===== src/rtl/trace_count_pkg.sv =====
// constants and carrier types for the trace count and comparator c page block
// assumes a 32-bit classic wishbone slave port with register index = byte address / 4
package trace_count_pkg;

  // register indices; byte address is four times the index
  localparam logic [5:0] IDX_CONTROL = 6'h20;
  localparam logic [5:0] IDX_COUNT = 6'h24;
  localparam logic [5:0] IDX_PAGE_EXT = 6'h25;
  localparam logic [5:0] IDX_COMPARE_C = 6'h26;
  localparam logic [5:0] IDX_IRQ_STATUS = 6'h30;
  localparam logic [5:0] IDX_IRQ_CLEAR = 6'h31;
  localparam logic [5:0] IDX_IRQ_ENABLE = 6'h32;

  // first_debug_control fields
  localparam int CTRL_ARM_BIT = 7;
  localparam int CTRL_BEGIN_BIT = 4;
  localparam int CTRL_BREAK_BIT = 3;
  localparam int CTRL_CMPC_EN_BIT = 0;

  // trace_word_count fields
  localparam int COUNT_FULL_BIT = 7;
  localparam int COUNT_FIELD_BITS = 6;

  // compare_c_page_extension fields
  localparam int PAGE_PAGED_BIT = 6;
  localparam int EXT_BITS = 6;

  // interrupt event bits
  localparam int IRQ_BITS = 3;
  localparam int IRQ_FULL_BIT = 0;
  localparam int IRQ_DONE_BIT = 1;
  localparam int IRQ_MATCH_BIT = 2;

  localparam logic [1:0] BYTE_ALIGNED = 2'h0;
  localparam logic [31:0] READ_ZERO = 32'h0000_0000;
  localparam logic [7:0] RESET_BYTE = 8'h00;
  localparam logic [15:0] RESET_HALF = 16'h0000;

  // wishbone request from the master
  typedef struct packed {
    logic cyc;
    logic stb;
    logic we;
    logic [7:0] adr;
    logic [3:0] sel;
    logic [31:0] dat;
  } wb_req_type;

  // core address bus sample for comparator c
  typedef struct packed {
    logic valid;
    logic [7:0] programPage;
    logic [15:0] addr;
  } core_addr_type;

endpackage : trace_count_pkg


===== src/rtl/trace_count_page_compare.sv =====
// trace word counter, full flag, session arm and comparator c with page extension
// assumes traceWrite and the core address bus come from logic on clk, so no synchronisers
// Behaviour
// - full flag set after 64 stored words; then all 64 entries count as valid
// - writing one to the arm bit clears the full flag
// - six-bit count field gives 0..63 valid words while full is clear
// - count wrap to zero sets full; end-trigger mode keeps counting
// - writing one to the arm bit clears full flag and count together
// - full at count zero in begin mode clears arm, breaks if enabled
// - full with nonzero count means oldest entries overwritten, all valid
// - page type field bits 7:6; bit 7 ignored
// - page type 01 compares extension to page bits; 00 uses plain 64k
// - comparator c works in breakpoint-only mode, governed by page type
// - trigger-position bit one selects begin storage, zero end storage
// - each low address bit compared to its comparator c value bit
`timescale 1ns/100ps
`default_nettype none
module trace_count_page_compare import trace_count_pkg::*; #(
  parameter int COUNT_BITS = 6
) (
  input wire logic clk,
  input wire logic rst,
  input wire wb_req_type wbReq,
  output logic wbAck,
  output logic [31:0] wbDatOut,
  input wire logic traceWrite,
  input wire core_addr_type coreAddr,
  output logic sessionArmed,
  output logic breakRequest,
  output logic compareCMatch,
  output logic irq
);

  // the count must fit the six-bit field and address a real buffer
  if (COUNT_BITS < 1 || COUNT_BITS > COUNT_FIELD_BITS) begin : g_bad_count
    $error("COUNT_BITS must be 1 to 6");
  end

  logic [COUNT_BITS-1:0] countValue;
  logic traceFull;
  logic beginMode;
  logic breakEnable;
  logic compareCEnable;
  logic [7:0] pageExt;
  logic [15:0] compareC;
  logic [IRQ_BITS-1:0] irqStatus;
  logic [IRQ_BITS-1:0] irqEnable;
  logic [IRQ_BITS-1:0] next_irqStatus;
  logic [IRQ_BITS-1:0] next_irqEnable;
  logic [31:0] next_readData;

  logic busHit;
  logic [5:0] regIndex;
  logic writeStrobe;
  logic controlWrite;
  logic armWrite;
  logic storeWord;
  logic wrapNow;
  logic beginDone;
  logic pagedMode;
  logic [7:0] highTarget;
  logic extMatch;
  logic matchNow;

  // bus decode; misaligned accesses are acked but neither write nor read
  assign busHit = wbReq.cyc & wbReq.stb & ~wbAck;
  assign regIndex = wbReq.adr[7:2];
  // a write lands on the ack edge, while the master still holds the request
  assign writeStrobe = wbReq.cyc & wbReq.stb & wbAck & wbReq.we & (wbReq.adr[1:0] == BYTE_ALIGNED);
  assign controlWrite = writeStrobe & wbReq.sel[0] & (regIndex == IDX_CONTROL);
  assign armWrite = controlWrite & wbReq.dat[CTRL_ARM_BIT];

  // a word counts only while a session is armed
  assign storeWord = traceWrite & sessionArmed;
  assign wrapNow = storeWord & (countValue == {COUNT_BITS{1'b1}});
  assign beginDone = wrapNow & beginMode;

  // page type: only bit 6 matters, so 10/11 act as 00/01
  assign pagedMode = pageExt[PAGE_PAGED_BIT];
  // paged: program page supplies address bits 21:14
  assign highTarget = pagedMode ? {coreAddr.programPage[1:0], coreAddr.addr[13:8]} : coreAddr.addr[15:8];
  assign extMatch = ~pagedMode | (pageExt[EXT_BITS-1:0] == coreAddr.programPage[7:2]);
  // not gated by arm, so it also serves breakpoint-only use
  assign matchNow = coreAddr.valid & compareCEnable & extMatch & (compareC[15:8] == highTarget)
                    & (compareC[7:0] == coreAddr.addr[7:0]);

  // count and full flag; arm write wins so a new session starts empty
  always_ff @(posedge clk) begin
    if (rst || armWrite) begin
      countValue <= '0;
      traceFull <= 1'b0;
    end else if (storeWord) begin
      countValue <= COUNT_BITS'(countValue + 1'b1);
      if (wrapNow) begin
        traceFull <= 1'b1;
      end
    end
  end

  // session arm: software write sets or clears, begin-mode completion clears
  always_ff @(posedge clk) begin
    if (rst) begin
      sessionArmed <= 1'b0;
    end else if (controlWrite) begin
      sessionArmed <= wbReq.dat[CTRL_ARM_BIT];
    end else if (beginDone) begin
      sessionArmed <= 1'b0;
    end
  end

  // remaining control bits
  always_ff @(posedge clk) begin
    if (rst) begin
      beginMode <= 1'b0;
      breakEnable <= 1'b0;
      compareCEnable <= 1'b0;
    end else if (controlWrite) begin
      beginMode <= wbReq.dat[CTRL_BEGIN_BIT];
      breakEnable <= wbReq.dat[CTRL_BREAK_BIT];
      compareCEnable <= wbReq.dat[CTRL_CMPC_EN_BIT];
    end
  end

  // one-cycle break request at begin-mode completion
  always_ff @(posedge clk) begin
    if (rst) begin
      breakRequest <= 1'b0;
    end else begin
      breakRequest <= beginDone & breakEnable;
    end
  end

  // page extension and comparator c value, per byte lane
  always_ff @(posedge clk) begin
    if (rst) begin
      pageExt <= RESET_BYTE;
      compareC <= RESET_HALF;
    end else begin
      if (writeStrobe && wbReq.sel[0] && regIndex == IDX_PAGE_EXT) begin
        pageExt <= wbReq.dat[7:0]; // upper ext bits stored as written
      end
      if (writeStrobe && wbReq.sel[0] && regIndex == IDX_COMPARE_C) begin
        compareC[7:0] <= wbReq.dat[7:0];
      end
      if (writeStrobe && wbReq.sel[1] && regIndex == IDX_COMPARE_C) begin
        compareC[15:8] <= wbReq.dat[15:8];
      end
    end
  end

  // registered match so the output comes from a flip-flop
  always_ff @(posedge clk) begin
    if (rst) begin
      compareCMatch <= 1'b0;
    end else begin
      compareCMatch <= matchNow;
    end
  end

  // sticky status: an event in the clear cycle survives
  always_comb begin
    next_irqStatus = irqStatus;
    if (writeStrobe && wbReq.sel[0] && regIndex == IDX_IRQ_CLEAR) begin
      next_irqStatus = irqStatus & ~wbReq.dat[IRQ_BITS-1:0];
    end
    next_irqStatus[IRQ_FULL_BIT] = next_irqStatus[IRQ_FULL_BIT] | wrapNow;
    next_irqStatus[IRQ_DONE_BIT] = next_irqStatus[IRQ_DONE_BIT] | beginDone;
    next_irqStatus[IRQ_MATCH_BIT] = next_irqStatus[IRQ_MATCH_BIT] | matchNow;
  end

  // enable as it stands after this edge, so irq follows an enable write at once
  always_comb begin
    next_irqEnable = irqEnable;
    if (writeStrobe && wbReq.sel[0] && regIndex == IDX_IRQ_ENABLE) begin
      next_irqEnable = wbReq.dat[IRQ_BITS-1:0];
    end
  end

  // interrupt status, enable and level output
  always_ff @(posedge clk) begin
    if (rst) begin
      irqStatus <= '0;
      irqEnable <= '0;
      irq <= 1'b0;
    end else begin
      irqStatus <= next_irqStatus;
      irqEnable <= next_irqEnable;
      irq <= |(next_irqStatus & next_irqEnable);
    end
  end

  // read mux; unmapped or misaligned reads give zero
  always_comb begin
    next_readData = READ_ZERO;
    if (wbReq.adr[1:0] == BYTE_ALIGNED) begin
      unique case (regIndex)
        IDX_CONTROL: begin
          next_readData[CTRL_ARM_BIT] = sessionArmed;
          next_readData[CTRL_BEGIN_BIT] = beginMode;
          next_readData[CTRL_BREAK_BIT] = breakEnable;
          next_readData[CTRL_CMPC_EN_BIT] = compareCEnable;
        end
        IDX_COUNT: begin
          next_readData[COUNT_FULL_BIT] = traceFull;
          next_readData[COUNT_FIELD_BITS-1:0] = COUNT_FIELD_BITS'(countValue);
        end
        IDX_PAGE_EXT: next_readData[7:0] = pageExt;
        IDX_COMPARE_C: next_readData[15:0] = compareC;
        IDX_IRQ_STATUS: next_readData[IRQ_BITS-1:0] = irqStatus;
        IDX_IRQ_ENABLE: next_readData[IRQ_BITS-1:0] = irqEnable;
        default: next_readData = READ_ZERO;
      endcase
    end
  end

  // ack one cycle after the request, dropped the cycle after
  always_ff @(posedge clk) begin
    if (rst) begin
      wbAck <= 1'b0;
      wbDatOut <= READ_ZERO;
    end else begin
      wbAck <= busHit;
      if (busHit && !wbReq.we) begin
        wbDatOut <= next_readData;
      end
    end
  end
endmodule : trace_count_page_compare
`default_nettype wire


===== config.mk =====
export PLATFORM = sky130hd
export DESIGN_NAME = trace_count_page_compare
export DESIGN_NICKNAME = d
export VERILOG_FILES = /design/src/rtl/trace_count_pkg.sv /design/src/rtl/trace_count_page_compare.sv
export SDC_FILE = /design/constraint.sdc
export NUM_CORES = 1
export LEC_CHECK = 0
export BUFFER_PORTS_ARGS = -buffer_cell sky130_fd_sc_hd__buf_2
export CORE_MARGIN = 3
export CORE_UTILIZATION = 35
export DETAILED_ROUTE_END_ITERATION = 12
export SYNTH_ARGS = -nofsm -noshare
export SYNTH_HDL_FRONTEND = slang
export SYNTH_SLANG_ARGS = --single-unit

===== constraint.sdc =====
create_clock -name clk -period 2.04 [get_ports clk]
set_input_delay 0.306 -clock clk [delete_from_list [all_inputs] [get_ports clk]]
set_output_delay 0.306 -clock clk [all_outputs]
set_load 0.02 [all_outputs]

# ---- Word-level counts from Yosys, hierarchy flattened
# Cells that the tools add are included.
dict set report op_classes {
  mux 13
  addsub 1
  n_eq_ne 11
  n_reduce_logical 14
  bitwise_logic 25
}
# cell n
set op_table {}
lappend op_table {{$eq A6 B6 Y1 const B} 8}
lappend op_table {{$and A1 B1 Y1} 16}
lappend op_table {{$eq A8 B8 Y1} 2}
lappend op_table {{$mux W16} 1}
lappend op_table {{$mux W8} 2}
lappend op_table {{$pmux W2 S5} 1}
lappend op_table {{$logic_and A1 B1 Y1} 8}
lappend op_table {{$pmux W2 S4} 1}
lappend op_table {{$add A6 B1 Y6 const B} 1}
lappend op_table {{$and A3 B3 Y3} 2}
lappend op_table {{$eq A6 B6 Y1} 1}
lappend op_table {{$mux W3} 2}
lappend op_table {{$pmux W1 S6} 1}
lappend op_table {{$or A1 B1 Y1} 4}
lappend op_table {{$pmux W1 S4} 1}
lappend op_table {{$not A3 Y3} 1}
lappend op_table {{$pmux W1 S3} 1}
lappend op_table {{$reduce_or A3 Y1} 1}
lappend op_table {{$logic_not A2 Y1} 1}
lappend op_table {{$mux W1} 2}
lappend op_table {{$not A1 Y1} 2}
lappend op_table {{$pmux W1 S2} 1}
lappend op_table {{$reduce_and A2 Y1} 1}
lappend op_table {{$reduce_bool A2 Y1} 1}
lappend op_table {{2 further kinds} 2}
dict set report totals {
  word_cells 80
  out_inout_bits 37
  register_bits 77
  input_bits 75
}

# ---- Longest topological paths before layout
dict set report logic_depth {
  word_depth 10
  mapped_depth 7
  mapped_depth_nobuf 6
}

# ---- Worst setup path after synthesis
# OpenSTA, ideal clock, no wires.
dict set report synth_path {
  kind {register -> register}
  startpoint {reg wbAck}
  endpoint {reg pageExt[0]}
  period_less_slack_ps 1571
  path_buffers 1
  path_slack_ps 469
  stages_incl_launch_ff 7
  arrival_ps 1444
  required_time_ps 1912
  setup_ps 128
  cell_sequence {dfxtp_1 -> and4_1 -> and2_1 -> buf_2 -> nand3_2 -> mux2i_1 -> nor2_1}
}
dict set report synth_via {
  elab_chain_len 5
}
# item line
set synth_rtl {}
lappend synth_rtl {{start: declaration} trace_count_page_compare.sv:24} ;# output logic wbAck,
lappend synth_rtl {{start signal: assignment} trace_count_page_compare.sv:222} ;# wbAck <= busHit;
lappend synth_rtl {{$and A1 B1 Y1 (3 in a row)} trace_count_page_compare.sv:69} ;# assign writeStrobe = wbReq.cyc & wbReq.stb & wbAck & wbReq.we & (wbReq.adr[1:0] == BYTE_ALIGNED);
lappend synth_rtl {{$logic_and A1 B1 Y1 (2 in a row)} trace_count_page_compare.sv:139} ;# if (writeStrobe && wbReq.sel[0] && regIndex == IDX_PAGE_EXT) begin
lappend synth_rtl {{end signal: assignment} trace_count_page_compare.sv:140} ;# pageExt <= wbReq.dat[7:0];
lappend synth_rtl {{end: declaration} trace_count_page_compare.sv:44} ;# logic [7:0] pageExt;
# No other way between the ends.
# A chain may end at the register's enable or synchronous reset.

# ---- Worst setup path after layout
dict set report layout_path {
  startpoint {reg wbAck}
  endpoint {reg compareC[0]}
}
dict set report layout_via {
  elab_chain_len 5
}
# item line
set layout_rtl {}
lappend layout_rtl {{$and A1 B1 Y1 (3 in a row)} trace_count_page_compare.sv:69}
lappend layout_rtl {{$logic_and A1 B1 Y1 (2 in a row)} trace_count_page_compare.sv:142} ;# if (writeStrobe && wbReq.sel[0] && regIndex == IDX_COMPARE_C) begin
lappend layout_rtl {{end signal: assignment} trace_count_page_compare.sv:143} ;# compareC[7:0] <= wbReq.dat[7:0];
lappend layout_rtl {{end: declaration} trace_count_page_compare.sv:45} ;# logic [15:0] compareC;
# No other way between the ends.

==> results.py <==
metrics = {
    "run_status": {
        "status": "completed",
    },
    "cells_and_area": {
        "syn2layout_area_growth_pct": 22.8,
        "insertedDiodeCount": 0,
        "layout-drive-gt1-share_pct": 27.7,
        "fin_area_sq_um": 3650,
        "final_nets": 482,
        "final_common_cell": "buf_2",
        "mostFrequentLayoutCells": "buf_2 (77), dfxtp_1 (61), nor2_1 (52)",
        "final_core_util_pct": 45.9,
    },
    "drt": {
        "num_vias": 2509,
        "drc": 0,
        "wl_per_cell_um": 15.3,
        "first_iter_violations": 96,
        "wirelength_mm": 7.85,
        "antenna_left": 0,
        "vias_per_cell": 4.89,
        "drtPass1Iterations": 5,
    },
    "global_routing": {
        "antenna_found_initial": 0,
        "grt_pass1_wl_mm": 12.3,
        "grt-ovfl-total": 0,
        "grt_max_degree": 52,
        "grt_pass1_vias": 2509,
        "grt_usage_pct": 16.3,
    },
    "critical_path": {
        "worst-path-max-fanout": 8,
        "crit_path_end_kind": "flop",
        "ff2ff_path_depth": 5,
        "cp_data_required_time_ps": 2250,
        "critPathLaunchType": "flop",
        "crit_type": "flop to flop",
        "crit_arrival_ps": 1930,
        "r2r_start": "wbAck",
        "r2r-end": "compareC[0]",
        "r2r_slack_ps": 320,
    },
    "floorplanning": {
        "dieArea_sq_um": 9640,
        "die_w_um": 98.2,
        "core_area_sq_um": 7970,
        "rows": 32,
        "initial_core_util_pct": 37.3,
        "io_pins": 112,
        "die_h_um": 98.2,
    },
    "synthesis": {
        "synth_flop_cell": "dfxtp_1",
        "async_flop_share_pct": 0,
        "synth-seq-cells": 61,
        "syn_avg_cell_area_sq_um": 9.29,
        "synth_edf_count": 0,
        "ys_types": 48,
        "synthCells": 320,
        "synth_area_sq_um": 2970,
        "synth-seq-area-share_pct": 41.1,
        "synth_warnings": 0,
    },
    "cts": {
        "cts_buffers": 9,
        "cts_max_level": 3,
        "cts.sinks": 61,
        "clock_latency_ps": 340,
        "cts_tree": "done",
        "ctsHoldBuffers": 0,
        "ctsResizeCount": 0,
        "clk_pin_slew_ps": 60,
        "cts_setup_buffers": 0,
        "root_buffer": "clkbuf_8",
        "cts_max_path_buffers": 2,
    },
    "timing": {
        "max_freq_mhz": 582,
        "period_needed_ps": 1720,
        "tightestPinTransition_ps": 556,
        "slew_headroom_pct": 62.9,
        "fin_skew_ps": 6.55,
        "slew_violations": 0,
        "finalCritPeriodShare_pct": 84.3,
        "rsz0062_at_grt": "false",
        "setup_viol": 0,
        "hold_violations": 0,
        "setup-tns-final_ps": 0,
    },
    "worst_hold_path": {
        "hold_path.class": "input pin to flop",
        "hold_depth": 3,
        "min_to": "compareC[13]",
        "min-delay-start": "wbReq[13]",
    },
    "power": {
        "peakVddDrop_uv": 324,
        "p_leak_nw": 1.64,
        "p_per_area_nw_per_um2": 664,
    },
    "flow_run": {
        "drv_cap": 0,
    },
    "placed_design": {
        "portBuffers": 77,
        "place_congestion": 0.852,
        "dpl-instance-area_sq_um": 3460,
        "hpwlAfterDp_mm": 6.04,
    },
}
synthesized netlist by cell type, drive strengths merged, types with 2 or more instances:
cell type,number,area [sq um]
nand2,18,67.6
dfxtp,61,1220
o22ai,2,12.5
xor2,6,52.6
and4bb,2,25.0
a22o,3,26.3
inv,3,11.3
nor2,52,195
a21oi,7,35.0
nor3b,4,30.0
buf,22,165
nand4,8,50.1
nor4,2,12.5
nor2b,2,12.5
clkbuf,9,33.8
a22oi,14,105
and3,3,18.8
o2bb2ai,4,35.0
nand3,9,55.1
and4,2,17.5
a21boi,2,15.0
a2bb2oi,2,17.5
o21ai,2,10.0
mux2i,38,380
or3,2,12.5
and2,4,26.3
nor3,4,25.0
xnor2,20,175
sequential cells by signal, summed over array words and instances, names as in the netlist:
name            count
beginMode           1
breakEnable         1
breakRequest        1
compareC           16
compareCEnable      1
compareCMatch       1
countValue          6
irq                 1
irqEnable           3
irqStatus           3
pageExt             8
sessionArmed        1
traceFull           1
wbAck               1
wbDatOut           16
logic make-up after synthesis:
| logic type | count (synthesis) | synth area share (%) |
|---|---|---|
| flip-flops | 61 | 41.1 |
| AND/OR/NAND/NOR | 116 | 19.9 |
| multiplexers | 39 | 13.2 |
| other | 1 | 0.126 |
| AO/OA/AOI/OAI | 42 | 10.6 |
| buffers and inverters | 34 | 7.07 |
| XOR/XNOR | 26 | 7.66 |
| adder cells (fa/ha/maj) | 1 | 0.421 |
worst max-delay path, stage by stage, from the launching register on:
cell	delay [ps]
dfxtp_1	380
and4_1	310
and2_1	270
nand3_2	320
mux2i_1	250
nor2_1	60
worst max-delay path by stage:
stage | start | slack, ps | to
after floorplan | wbAck | 470 | pageExt[0]
after global placement | wbReq[37] | 230 | compareC[1]
after detailed placement | wbReq[37] | 180 | compareC[6]
after CTS | wbAck | 330 | compareC[0]
after global routing | countValue[0] | 220 | irq
final | wbAck | 320 | compareC[0]
layer usage:
| metal | global-route usage [%] | up-vias | share of wire (%) |
|---|---|---|---|
| met1 | 21.5 | 1159 | 48 |
| met2 | 25.1 | 76 | 44 |
| met5 | 0 | - | 0 |
| met3 | 5.21 | 9 | 6.4 |
| li1 | - | 1265 | - |
| met4 | 5.67 | 0 | 1.7 |
stage by stage:
step                      hold WS [ps]  setup slack, ps  std cells  power, mW
after CTS                          185              330        513       2.46
after global placement             445              228        497       1.41
after detailed placement           448              184        497       1.41
after floorplan                    440              469        335       1.34
final                              203              320        513       2.43
after global routing               209              221        513       2.52
cell type report:
cell class,instances,area [sq um]
clock buffers,11,141
clock inverters,5,50.0
fillers,804,4310
inverters,3,11.3
multi-input cells,240,1600
flip-flops and latches,61,1220
well taps,102,128
repair buffers,91,503
report_power, final:
| group | leakage [nW] | switching [mW] | internal (mW) | total [mW] |
|---|---|---|---|---|
| combinational | 1.05 | 0.116 | 0.0737 | 0.190 |
| clock | 0.103 | 0.455 | 0.589 | 1.04 |
| sequential | 0.491 | 0.000878 | 1.19 | 1.19 |
No activity file was read; power rests on OpenSTA's default activity.
